`src/stfh_regs.vh`:
```
// Constants for the serial transmit flow hold block
`ifndef STFH_REGS_VH
`define STFH_REGS_VH
`define STFH_XOFF 8'h13
`define STFH_XON 8'h11
`define STFH_DW 8
`define STFH_AW 1
`define STFH_DEPTH 2
`define STFH_CNT_FULL 2'h2
`define STFH_CNT_EMPTY 2'h0
`define STFH_CNT_STEP 2'h1
`endif

```
`src/stfh_mem.v`:
```
// Two-entry word store with registered read data
`timescale 1ns/10ps
`include "stfh_regs.vh"
module stfh_mem #(
    parameter DW = `STFH_DW,
    parameter AW = `STFH_AW
) (
    input wire clk,
    input wire nrst,
    input wire ce,
    input wire wr_en,
    input wire [AW-1:0] wr_addr,
    input wire [DW-1:0] wr_data,
    input wire [AW-1:0] rd_addr,
    output reg [DW-1:0] rd_data
);
    reg [DW-1:0] mem [0:(1<<AW)-1];
    always @(posedge clk) begin
        if (ce && wr_en) begin
            mem[wr_addr] <= wr_data;
        end
    end
    always @(posedge clk or negedge nrst) begin
        if (!nrst) begin
            rd_data <= {DW{1'b0}};
        end else if (ce) begin
            rd_data <= mem[rd_addr];
        end
    end
endmodule

```
`src/stfh_gate.v`:
```
// Transmit flow hold: XOFF/XON and hold line gating of outgoing characters
`timescale 1ns/10ps
`include "stfh_regs.vh"
module stfh_gate #(
    parameter DW = `STFH_DW
) (
    input wire CLK,
    input wire NRST,
    input wire CE,
    input wire [DW-1:0] SRC_DATA,
    input wire SRC_VALID,
    output reg SRC_READY,
    output reg [DW-1:0] TX_DATA,
    output reg TX_VALID,
    input wire TX_READY,
    input wire [DW-1:0] RX_DATA,
    input wire RX_VALID,
    input wire HOLD_LINE_N_PRESENT,
    input wire HOLD_LINE,
    input wire PRINT_ACTIVE,
    input wire REMOTE_LOCKOUT_SET,
    input wire REMOTE_LOCKOUT_CLR,
    output reg XOFF_HELD,
    output reg PANEL_BUSY,
    output reg PANEL_LOCKED
);
    localparam [2:0] S_IDLE = 3'h1;
    localparam [2:0] S_LOAD = 3'h2;
    localparam [2:0] S_SHOW = 3'h4;

    reg xoff_r;
    reg xoff_nxt;
    reg lock_r;
    reg [1:0] cnt_r;
    reg [1:0] cnt_nxt;
    reg wp_r;
    reg rp_r;
    reg ra_r;
    reg staged_r;
    reg [2:0] st_r;
    reg [2:0] st_nxt;
    wire [DW-1:0] mem_q;
    wire line_ok;
    wire hold;
    wire push;
    wire pop;
    wire out_free;
    wire raise;
    wire pending;

    // Missing line reads as asserted
    assign line_ok = HOLD_LINE | ~HOLD_LINE_N_PRESENT;
    assign hold = xoff_r | ~line_ok;
    assign push = SRC_VALID && (cnt_r != `STFH_CNT_FULL);
    assign out_free = ~TX_VALID | TX_READY;
    assign pop = (st_r == S_IDLE) && !staged_r && (cnt_r != `STFH_CNT_EMPTY)
        && out_free && ~hold;
    // A word offered is never withdrawn; holds stop the next offer
    assign raise = staged_r && ~hold;
    assign pending = (st_r != S_IDLE) || staged_r || TX_VALID
        || (cnt_r != `STFH_CNT_EMPTY);

    always @* begin
        xoff_nxt = xoff_r;
        if (RX_VALID && RX_DATA == `STFH_XOFF) begin
            xoff_nxt = 1'b1;
        end else if (RX_VALID && RX_DATA == `STFH_XON) begin
            xoff_nxt = 1'b0;
        end
    end

    always @* begin
        cnt_nxt = cnt_r;
        if (push && !pop) begin
            cnt_nxt = cnt_r + `STFH_CNT_STEP;
        end else if (pop && !push) begin
            cnt_nxt = cnt_r - `STFH_CNT_STEP;
        end
    end

    always @* begin
        st_nxt = st_r;
        case (st_r)
            S_IDLE: begin
                if (pop) begin
                    st_nxt = S_LOAD;
                end
            end
            S_LOAD: begin
                st_nxt = S_SHOW;
            end
            S_SHOW: begin
                st_nxt = S_IDLE;
            end
            default: begin
                st_nxt = S_IDLE;
            end
        endcase
    end

    stfh_mem #(
        .DW(DW),
        .AW(`STFH_AW)
    ) u_mem (
        .clk(CLK),
        .nrst(NRST),
        .ce(CE),
        .wr_en(push),
        .wr_addr(wp_r),
        .wr_data(SRC_DATA),
        .rd_addr(ra_r),
        .rd_data(mem_q)
    );

    always @(posedge CLK or negedge NRST) begin
        if (!NRST) begin
            xoff_r <= 1'b0;
        end else if (CE) begin
            xoff_r <= xoff_nxt;
        end
    end

    always @(posedge CLK or negedge NRST) begin
        if (!NRST) begin
            lock_r <= 1'b0;
        end else if (CE) begin
            if (REMOTE_LOCKOUT_SET) begin
                lock_r <= 1'b1;
            end else if (REMOTE_LOCKOUT_CLR) begin
                lock_r <= 1'b0;
            end
        end
    end

    always @(posedge CLK or negedge NRST) begin
        if (!NRST) begin
            cnt_r <= `STFH_CNT_EMPTY;
        end else if (CE) begin
            cnt_r <= cnt_nxt;
        end
    end

    always @(posedge CLK or negedge NRST) begin
        if (!NRST) begin
            wp_r <= 1'b0;
        end else if (CE && push) begin
            wp_r <= ~wp_r;
        end
    end

    always @(posedge CLK or negedge NRST) begin
        if (!NRST) begin
            rp_r <= 1'b0;
        end else if (CE && pop) begin
            rp_r <= ~rp_r;
        end
    end

    // Read slot frozen at pop so the registered read sees the popped word
    always @(posedge CLK or negedge NRST) begin
        if (!NRST) begin
            ra_r <= 1'b0;
        end else if (CE && pop) begin
            ra_r <= rp_r;
        end
    end

    always @(posedge CLK or negedge NRST) begin
        if (!NRST) begin
            st_r <= S_IDLE;
        end else if (CE) begin
            st_r <= st_nxt;
        end
    end

    always @(posedge CLK or negedge NRST) begin
        if (!NRST) begin
            staged_r <= 1'b0;
        end else if (CE) begin
            if (st_r == S_SHOW) begin
                staged_r <= 1'b1;
            end else if (raise) begin
                staged_r <= 1'b0;
            end
        end
    end

    always @(posedge CLK or negedge NRST) begin
        if (!NRST) begin
            SRC_READY <= 1'b0;
        end else if (CE) begin
            SRC_READY <= (cnt_nxt != `STFH_CNT_FULL);
        end
    end

    always @(posedge CLK or negedge NRST) begin
        if (!NRST) begin
            TX_DATA <= {DW{1'b0}};
        end else if (CE && st_r == S_SHOW) begin
            TX_DATA <= mem_q;
        end
    end

    always @(posedge CLK or negedge NRST) begin
        if (!NRST) begin
            TX_VALID <= 1'b0;
        end else if (CE) begin
            if (TX_VALID && TX_READY) begin
                TX_VALID <= 1'b0;
            end else if (raise) begin
                TX_VALID <= 1'b1;
            end
        end
    end

    always @(posedge CLK or negedge NRST) begin
        if (!NRST) begin
            XOFF_HELD <= 1'b0;
        end else if (CE) begin
            XOFF_HELD <= xoff_nxt;
        end
    end

    // Print stalls the panel while held and while any character is still pending
    always @(posedge CLK or negedge NRST) begin
        if (!NRST) begin
            PANEL_BUSY <= 1'b0;
        end else if (CE) begin
            PANEL_BUSY <= PRINT_ACTIVE && (xoff_nxt || !line_ok || pending);
        end
    end

    always @(posedge CLK or negedge NRST) begin
        if (!NRST) begin
            PANEL_LOCKED <= 1'b0;
        end else if (CE) begin
            PANEL_LOCKED <= REMOTE_LOCKOUT_SET
                || (lock_r && !REMOTE_LOCKOUT_CLR);
        end
    end
endmodule

```
`config.mk`:
```
export PLATFORM = sky130hd
export DESIGN_NAME = stfh_gate
export DESIGN_NICKNAME = d
export VERILOG_FILES = /design/src/stfh_mem.v /design/src/stfh_gate.v
export VERILOG_INCLUDE_DIRS = /design/src
export SDC_FILE = /design/constraint.sdc
export NUM_CORES = 1
export LEC_CHECK = 0
export ABC_CLOCK_PERIOD_IN_PS = 2300
export BUFFER_PORTS_ARGS = -buffer_cell sky130_fd_sc_hd__buf_2
export CAP_MARGIN = 10
export CORE_UTILIZATION = 54
export DETAILED_ROUTE_END_ITERATION = 6
export PLACE_DENSITY_LB_ADDON = 0.15
export SLEW_MARGIN = 5
export SYNTH_ARGS = -nofsm -noshare
export SYNTH_HDL_FRONTEND = slang
export SYNTH_HIERARCHICAL = 1
export SYNTH_SLANG_ARGS = --single-unit
```
`constraint.sdc`:
```
create_clock -name CLK -period 2.3 [get_ports CLK]
set_input_delay 0.46 -clock CLK [delete_from_list [all_inputs] [get_ports CLK]]
set_output_delay 0.46 -clock CLK [all_outputs]
set_load 0.005 [all_outputs]
```
Yosys cells after proc, flatten, opt, wreduce, memory -nomap -nowiden
Memories as Yosys holds them, arrays and structs flattened. A register that Yosys moved wholly into a read port is not among the register bits.
Index checks and enable logic that the tools add are counted.
W data, S select, Z words.
{"block": "classes", "n_addsub": 2, "n_eq_ne": 9, "mux": 14, "n_bitwise": 9, "n_reduce_logical": 36}
{"op": "$eq A8 B5 Y1 const B", "count": 2}
{"op": "$logic_and A1 B1 Y1", "count": 16}
{"op": "$mux W1", "count": 10}
{"op": "$reduce_and A2 Y1", "count": 4}
{"op": "$reduce_bool A2 Y1", "count": 4}
{"op": "$logic_not A1 Y1", "count": 6}
{"op": "$logic_or A1 B1 Y1", "count": 6}
{"op": "$ne A2 B2 Y1 const B", "count": 3}
{"op": "$not A1 Y1", "count": 6}
{"op": "$pmux W3 S2", "count": 1}
{"op": "$mux W2", "count": 2}
{"op": "$eq A3 B1 Y1 const B", "count": 1}
{"op": "$eq A3 B2 Y1 const B", "count": 1}
{"op": "$eq A3 B3 Y1 const B", "count": 1}
{"op": "$mux W3", "count": 1}
{"op": "$ne A3 B1 Y1 const B", "count": 1}
{"op": "$or A1 B1 Y1", "count": 3}
{"op": "$add A2 B1 Y2 const B", "count": 1}
{"op": "$sub A2 B1 Y2 const B", "count": 1}
{"block": "totals", "ff_bits": 23, "mem_bits_rw": 16, "out_inout_bits": 13, "elab_cells": 84, "mem_count": 1}
{"memory": "u_mem.mem", "depth": 2, "width": 8, "read_ports": 1, "rd_ports_with_merged_regs": 1, "write_ports": 1, "line": "stfh_mem.v:17", "text": "reg [DW-1:0] mem [0:(1<<AW)-1];"}

Longest topological paths before layout
Gate-level depths: netlist (run 1).
{"block": "depth", "ltp_word": 10, "depth_mapped": 7, "mapped_depth_nobuf": 7}

Hierarchy
Netlist (run 1), hierarchy kept.
{"module": "stfh_gate", "instances": 1, "cells_per_inst": 106, "area_per_inst_um2": 1203.7, "seq_area_each_um2": 576.8}
{"module": "stfh_mem", "instances": 1, "cells_per_inst": 54, "area_per_inst_um2": 874.6, "seq_area_each_um2": 680.7}

Worst setup path before layout (run 1)
OpenSTA, ideal clock, no wires.
{"block": "synth_timing", "path_type": "flip-flop to flip-flop", "startpoint": "register cnt_r[0]", "endpoint": "memory u_mem/mem[0][0] (netlist name), enable pin", "setup_time_ns": 0.370, "arrival_ns": 1.415, "required_time_ns": 1.930, "slack_ns": 0.514, "stages_incl_launch_ff": 7, "path_buffers": 0, "period_less_slack_ns": 1.786, "path_cell_list": "dfrtp_1 inv_1 ha_1 nand2b_1 inv_1 nand2_1 nor2_1"}
{"block": "synth_via", "elab_chain_len": 5}
{"element": "start, declared", "line": "stfh_gate.v:34", "text": "reg [1:0] cnt_r;"}
{"element": "start signal, assigned", "line": "stfh_gate.v:137", "text": "cnt_r <= `STFH_CNT_EMPTY;"}
{"element": "start signal, assigned", "line": "stfh_gate.v:139", "text": "cnt_r <= cnt_nxt;"}
{"element": "$ne A2 B2 Y1 (no source line)"}
{"element": "$logic_and A1 B1 Y1", "line": "stfh_gate.v:54", "text": "assign push = SRC_VALID && (cnt_r != `STFH_CNT_FULL);"}
{"element": "via push", "line": "stfh_gate.v:45", "text": "wire push;"}
{"element": "$logic_and A1 B1 Y1", "line": "stfh_mem.v:19", "text": "if (ce && wr_en) begin"}
{"element": "$mux W1", "line": "stfh_mem.v:19"}
{"element": "$mux W1 (not written as such)", "line": "stfh_mem.v:20", "text": "mem[wr_addr] <= wr_data;"}
{"element": "end, declared", "line": "stfh_mem.v:17"}
The timed path passes the listed nets, and every way through them passes these cells.

Worst setup path after layout (run 1)
{"block": "layout_timing", "startpoint": "register st_r[0]", "endpoint": "register SRC_READY"}
{"block": "layout_via", "elab_chain_len": 9}
{"element": "start, declared", "line": "stfh_gate.v:40", "text": "reg [2:0] st_r;"}
{"element": "start signal, assigned", "line": "stfh_gate.v:172", "text": "st_r <= st_nxt;"}
{"element": "$eq A3 B1 Y1 *", "line": "stfh_gate.v:56", "text": "assign pop = (st_r == S_IDLE) && !staged_r && (cnt_r != `STFH_CNT_EMPTY)"}
{"element": "$logic_and A1 B1 Y1 * (4 in series)", "line": "stfh_gate.v:56"}
{"element": "$logic_and A1 B1 Y1 or $logic_not A1 Y1 (tied branches)", "line": "stfh_gate.v:76, stfh_gate.v:74"}
{"element": "$mux W2 or $logic_and A1 B1 Y1 (tied branches)", "line": "stfh_gate.v:76, stfh_gate.v:74"}
{"element": "$mux W2 *", "line": "stfh_gate.v:74", "text": "if (push && !pop) begin"}
{"element": "$ne A2 B2 Y1 (no source line) *"}
{"element": "end signal, assigned", "line": "stfh_gate.v:192", "text": "SRC_READY <= (cnt_nxt != `STFH_CNT_FULL);"}
{"element": "end, declared", "line": "stfh_gate.v:12", "text": "output reg SRC_READY,"}
Every way passes the cells marked *; elsewhere a longest branch is shown, timed or not.
A chain may end at the register's enable or synchronous reset.

==> summary.md, run 1 <==
| Metric | Value |
|---|---|
| Status | finished clean |
| Number of distinct library cells after synthesis | 38 |
| Most frequent cell after synthesis | dfrtp_1 |
| Fmax | 0.4970 GHz |
| CTS Sinks | 47 |
| Worst skew pair latency | 300 ps |
| Top_reg_cell synth | dfrtp_1 |
| Post-Synth Simple-Gate Area | 13.97% |
| Final Skew | 2.707 ps |
| Largest net degree at the start of global routing | 32 |
| Final hold viol count | 0 |
| Synth Instances | 160 |
| Clock share of power | 22.6% |
| Leading area contributor after synthesis | dfrtp_1 |
| Comb pwr share | 29.1% |
| Dominant cells by area after synthesis | dfrtp_1 36%, edfxtp_1 23%, mux2i_1 6.7% |
| Final Routed Wirelength | 3772 um |
| Area growth, synth to finish | 16.68% |
| Placement Rows | 22 |
| Vias/cell | 5.488 |
| EDFF count, synth | 16 |
| Antenna fix cells | 0 |
| Initial antenna violation count | 0 |
| Max Slew Vio Count | 0 |
| Worst hold-check path type | input pin to asynchronous set/reset pin |
| Ys Warns | 6 |
| Sw Ratio | 31.29% |
| CTS resizes | 0 |
| H-tree depth | 2 |
| Setup-failing EPs final | 0 |
| WL/cell | 14.97 um |
| Global-route wire length before repair | 6458 um |
| Clock Tree Buf Depth | 2 |
| Grt total ovfl | 0 |
| Critical Path RT | 2500 ps |
| Worst setup EP type | register |
| Period utilization | 87.48% |
| Die Y | 64.04 um |
| Placer Congestion | 0.9139 |
| Die X | 64.04 um |
| Starting Density | 56.34% |
| DR vias | 1383 |
| Multiplexer area fraction after synthesis | 12.34% |
| Number of global-route vias before repair | 1387 |
| CP max stage cell | dfstp_2 |
| Main combinational cell family by area after synthesis | simple AND/OR/NAND/NOR gates |
| Slew margin rel. | 54.19% |
| Nets | 232 |
| Synth Area in XOR/XNOR | 0.8429% |
| Ports | 40 |
| Peak VDD IR | 0.6288 mV |
| P_sw | 0.8237 mW |
| RSZ-0062 raised after global routing | false |
| Global Route Usage Sum | 21.16% |
| # port buffers | 39 |
| Layout fillers | 285 |
| TritonCTS clock tree | done |
| Core area | 0.003689 mm^2 |
| Top-area cell type share of the netlist area | 36.12% |
| Period minus WS final | 2012 ps |
| Final core occ | 65.74% |
| Maxcap violations | 0 |
| Worst-path clk slew | 80 ps |
| Post-synthesis adder-cell area fraction | 1.204% |
| Clk root buf | clkbuf_8 |
| Layout cells sized above 1 | 33.33% |
| Tot Pwr | 2.632 mW |
| Setup_tns | 0 ps |
| Critical path class | register to register |
| WP data arrival | 2210 ps |
| Post-CTS Hold Buffers | 0 |
| Post-CTS Setup Inserts | 0 |
| Drt drc | 0 |
| Syn_nets | 189 |
| Syn avg cell area | 12.99 um^2 |
| Yosys reg bits | 47 |
| Critical-path cell list | nor4b_4 -> and4bb_1 -> nor2_1 -> o41ai_2 |
| Global routing met2 resource utilization | 35.77% |
| Async S/R FF share, synth | 65.96% |
| Worst-Margin Slew | 687.1 ps |
| Register area share after synthesis | 60.51% |
| GRT busiest layer | met2 |
| Die area | 0.004100 mm^2 |
| Pwr/cell area | 1086 mW/mm^2 |
| Leak Pwr | 1.119 nW |
| Antenna Nets Post-Route | 0 |
| DPL Wire Length | 2695 um |
| 1st-iter DRT viols | 67 |
| Critical Path Max Stage Delay | 570 ps |
| Internal | 1.809 mW |
| Number of buffers created by CTS | 5 |
| Critical path startpoint category | register |
| Synth Area in Compound Gates | 7.104% |
| DR pass1 iterations | 4 |
| Mapped Area | 0.002078 mm^2 |
| Seq pwr share | 48.3% |
| Met1 global-route usage | 26.14% |
| Synth cell count leaders | 30 x dfrtp_1, 18 x nor2_1, 16 x edfxtp_1 |
| Met3 Use GR | 4.107% |
| Max FO, Critical Path | 8 |
==> worst max-delay path, delay by kind of cell, from the launching register on <==
family / cells / cell delay (ps)
flip-flops: 1 / 570
AO/OA/AOI/OAI: 1 / 290
AND/OR/NAND/NOR: 3 / 1040
==> cell families (layout without fill, tap and decap cells) <==
logic type      count (synthesis)  after routing
compound gates                 23             23
buf+inv                        13             57
xor+xnor                        2              2
simple gates                   49             49
mux                            24             24
flops                          47             47
fa+ha+maj                       2              2
==> routing by layer <==
| layer | vias up | part of all wire, % | wire length [um] |
|---|---|---|---|
| li1 | 664 | - | - |
| met1 | 678 | 43 | 1612 |
| met2 | 31 | 52 | 1948 |
| met3 | 10 | 3.5 | 132 |
| met4 | 0 | 2.1 | 79 |
| met5 | - | 0 | 0 |
==> worst paths after layout <==
kind                       cells past startpoint         from              end  slack [ps]
max in group asynchronous                      1         NRST         cnt_r[1]        1670
min in group CLK                               1  SRC_DATA[5]  u_mem/mem[0][5]         340
setup reg to reg                               4      st_r[0]        SRC_READY         290
hold / removal                                 1         NRST     PANEL_LOCKED         200
hold reg to reg                                1         rp_r             rp_r         490
setup / recovery                               4      st_r[0]        SRC_READY         290
==> stage by stage <==
step                      setup slack [ps]  cells  hold WS [ps]  area (um^2)
after floorplan                      514.3    160         164.4         2078
after global placement               417.9    244         463.3         2312
after detailed placement             328.3    244         476.4         2312
after CTS                            306.2    252         215.8         2425
after global routing                 152.7    252         258.1         2425
final                                288.0    252         196.1         2425
==> flip-flops by register name, indices dropped and copies added (netlist names) <==
register       cells
st_r               3
staged_r           1
SRC_READY          1
rp_r               1
TX_VALID           1
ra_r               1
lock_r             1
TX_DATA            8
cnt_r              2
PANEL_LOCKED       1
XOFF_HELD          1
u_mem/rd_data      8
PANEL_BUSY         1
u_mem/mem         16
wp_r               1
==> cell usage in the layout (no fill, tap or decap), types with 6 or more instances in the layout <==
cell / netlist / layout
mux2i_1: 14 / 14
mux2_2: 9 / 9
edfxtp_1: 16 / 16
dfrtp_1: 30 / 30
buf_2: 1 / 39
nand2_1: 6 / 6
a21oi_1: 10 / 10
nor2_1: 18 / 18
==> cell type report <==
cell class                 instances  area [um^2]  area share (%)
clock inverter                     3        43.79           1.806
inverter                           5        18.77          0.7740
tap                               48        60.06           2.477
clock buffer                       5        68.82           2.838
multi-input combinational        100        743.2           30.65
timing repair buffer              44        232.7           9.597
sequential                        47         1257           51.86
==> power by group through the flow <==
| stage | registers [mW] | clock network (mW) | logic (mW) |
|---|---|---|---|
| after detailed placement | 1.29 | 0 | 0.764 |
| after floorplan | 1.23 | 0 | 0.603 |
| after CTS | 1.27 | 0.603 | 0.767 |
| after global routing | 1.30 | 0.627 | 0.855 |
| final | 1.27 | 0.595 | 0.766 |
| after global placement | 1.28 | 0 | 0.725 |
Note: power is estimated with default switching activity, not from simulation.
==> run 2, diff against run 1 <==
--- a/config.mk
+++ b/config.mk
@@ -8,10 +8,12 @@
 export LEC_CHECK = 0
 export ABC_CLOCK_PERIOD_IN_PS = 2300
 export BUFFER_PORTS_ARGS = -buffer_cell sky130_fd_sc_hd__buf_2
-export CAP_MARGIN = 10
+export CAP_MARGIN = 20
 export CORE_UTILIZATION = 54
 export DETAILED_ROUTE_END_ITERATION = 6
 export PLACE_DENSITY_LB_ADDON = 0.15
+export RECOVER_POWER = 50
+export REMOVE_ABC_BUFFERS = 1
 export SLEW_MARGIN = 5
 export SYNTH_ARGS = -nofsm -noshare
 export SYNTH_HDL_FRONTEND = slang
==> run 2 against run 1 <==
Compared with the run above: the flow now finishes with violations (max-capacitance violations, max-slew violations); register-to-register slack better by 20 ps; clock power is 3.5% higher; routed wire length is 6.2% lower; clock skew is 2.2 ps higher; first-iteration DRC count is 30% lower; count of clock-buffer cells in the layout is 1 higher; critical endpoint is now XOFF_HELD.
==> summary.md, run 2 (synthesized netlist as in run 1, its figures left out) <==
| Metric | Value |
|---|---|
| Status | finished with violations (was finished clean) |
| Failing checks | max-capacitance violations, max-slew violations |
| CTS Sinks | 47 (unchanged) |
| TritonCTS clock tree | done (unchanged) |
| Final Routed Wirelength | 3537 um (was 3772 um) |
| Internal | 1.840 mW (was 1.809 mW) |
| Hold_sp | SRC_DATA[6] |
| Top delay family on crit path | buffers and inverters (was simple AND/OR/NAND/NOR gates) |
| H-tree depth | 2 (unchanged) |
| Comb pwr share | 28.6% (was 29.1%) |
| Die X | 64.04 um (unchanged) |
| Global-route wire length before repair | 6023 um (was 6458 um) |
| Die Y | 64.04 um (unchanged) |
| Fmax | 0.4852 GHz (was 0.4970 GHz) |
| Worst setup EP type | register (unchanged) |
| Placed Instances | 244 (unchanged) |
| Critical path startpoint category | input pin (was register) |
| Max Slew Vio Count | 32 (was 0) |
| Critical path class | input pin to register (was register to register) |
| DR vias | 1361 (was 1383) |
| Worst setup path startpoint | CE (was st_r[0]) |
| Post-CTS Setup Inserts | 0 (unchanged) |
| Cell mode on critical path | clkbuf_1 |
| CP Depth | 5 (was 4) |
| Worst hold-check path type | input pin to register (was input pin to asynchronous set/reset pin) |
| Vias/cell | 5.401 (was 5.488) |
| Largest register FFs | 16 (unchanged) |
| Clk root buf | clkbuf_8 (unchanged) |
| Biggest regs | u_mem/mem (16), TX_DATA (8), u_mem/rd_data (8) (unchanged) |
| Most frequent cells in the layout | 34 x buf_2, 30 x dfrtp_1, 18 x nor2_1 (was 39 x buf_2, 30 x dfrtp_1, 18 x nor2_1) |
| Worst skew pair latency | 290 ps (was 300 ps) |
| Worst Hold Path Cells | 1 |
| Fin cells | 252 (unchanged) |
| Number of global-route vias before repair | 1356 (was 1387) |
| Critical Path RT | 2480 ps (was 2500 ps) |
| Pwr/cell area | 1087 mW/mm^2 (was 1086 mW/mm^2) |
| Number of buffers created by CTS | 5 (unchanged) |
| Leak Pwr | 1.105 nW (was 1.119 nW) |
| CP max stage cell | clkbuf_1 (was dfstp_2) |
| Post-CTS Hold Buffers | 0 (unchanged) |
| Starting Density | 56.34% (unchanged) |
| Origin of the critical flop-to-flop path | st_r[0] (unchanged) |
| Critical-path cell list | clkbuf_1 -> buf_4 -> clkbuf_1 -> nand3_1 -> mux2_2 (was nor4b_4 -> and4bb_1 -> nor2_1 -> o41ai_2) |
| WP data arrival | 2240 ps (was 2210 ps) |
| Setup_tns | 0 ps (unchanged) |
| DR pass1 iterations | 4 (unchanged) |
| Initial antenna violation count | 0 (unchanged) |
| # port buffers | 39 (unchanged) |
| R2R depth | 4 (unchanged) |
| Worst-path clk slew | 80 ps (about the same) |
| Antenna Nets Post-Route | 0 (unchanged) |
| Layout cells sized above 1 | 30.39% (was 33.33%) |
| Slew margin rel. | -9.218% (was 54.19%) |
| Clock Tree Buf Depth | 2 (unchanged) |
| Commonest non-fill, non-tap cell in the layout | buf_2 (unchanged) |
| Drt drc | 0 (unchanged) |
| Die area | 0.004100 mm^2 (unchanged) |
| Top reg by flops | u_mem/mem (unchanged) |
| Grt total ovfl | 0 (unchanged) |
| Final hold viol count | 0 (unchanged) |
| Critical Path Max Stage Delay | 920 ps (was 570 ps) |
| Setup-failing EPs final | 0 (unchanged) |
| Max FO, Critical Path | 27 (was 8) |
| Period utilization | 89.62% (was 87.48%) |
| Worst path bufs/invs | 3 (was 0) |
| Maxcap violations | 1 (was 0) |
| Sw Ratio | 30.16% (was 31.29%) |
| WL/cell | 14.04 um (was 14.97 um) |
| Area growth, synth to finish | 16.62% (was 16.68%) |
| Peak VDD IR | 0.6787 mV (was 0.6288 mV) |
| Antenna fix cells | 0 (unchanged) |
| Nets | 232 (unchanged) |
| Placement Rows | 22 (unchanged) |
| Seq pwr share | 48.1% (was 48.3%) |
| Global Route Usage Sum | 19.69% (was 21.16%) |
| Period minus WS final | 2061 ps (was 2012 ps) |
| Final Skew | 4.901 ps (was 2.707 ps) |
| Largest net degree at the start of global routing | 32 (unchanged) |
| Worst-Margin Slew | 1638 ps (was 687.1 ps) |
| P_sw | 0.7947 mW (was 0.8237 mW) |
| Clock share of power | 23.4% (was 22.6%) |
| Placer Congestion | 0.7591 (was 0.9139) |
| 1st-iter DRT viols | 47 (was 67) |
| RSZ-0062 raised after global routing | false (unchanged) |
| DPL Wire Length | 2578 um (was 2695 um) |
| Core area | 0.003689 mm^2 (unchanged) |
| CTS resizes | 0 (unchanged) |
| Ports | 40 (unchanged) |
==> run 2: path summary, 6_finish.rpt <==
path / endpoint / slack, ps
worst max-delay path: XOFF_HELD / 240
worst min-delay path: u_mem/mem[1][6] / 360
worst max register to register: ra_r / 310
worst min register to register: rp_r / 480
max in group asynchronous: TX_DATA[4] / 770
min in group asynchronous: PANEL_BUSY / 580
==> run 2: cell type report <==
cell class | count | area [um^2]
fillers | 283 | 1265
flip-flops and latches | 47 | 1257
multi-input cells | 100 | 743.2
repair buffers | 44 | 222.7
clock buffers | 6 | 82.58
well taps | 48 | 60.06
clock inverters | 2 | 38.79
inverters | 5 | 18.77
==> run 2: power groups by stage <==
stage / registers [mW] / clock network [mW] / logic, mW
final: 1.27 / 0.616 / 0.752
after global placement: 1.27 / 0 / 0.726
after global routing: 1.30 / 0.656 / 0.845
after detailed placement: 1.28 / 0 / 0.758
after floorplan: 1.25 / 0 / 0.520
after CTS: 1.27 / 0.632 / 0.762
==> run 2: per-stage QoR <==
step           cell area, um^2  setup slack [ps]  utilization, %  hold WS, ps  power, mW
2_1_floorplan             2013             329.7               -        164.4      1.774
3_5_place_dp              2312             375.4           62.69        466.9      2.041
5_1_grt                   2424             113.5           65.71        346.3      2.803
4_1_cts                   2434             361.3           65.98        224.7      2.660
6_report                  2424             238.8           65.71        357.3      2.635
3_3_place_gp              2312             414.9           62.69        464.5      1.995
==> run 2: metal layers <==
layer	up-vias	global-route usage [%]	part of all wire [%]
met1	655	24.27	42
met3	7	3.750	3.2
met4	0	6.534	0.96
li1	663	-	-
met2	36	34.57	53
met5	-	0	0
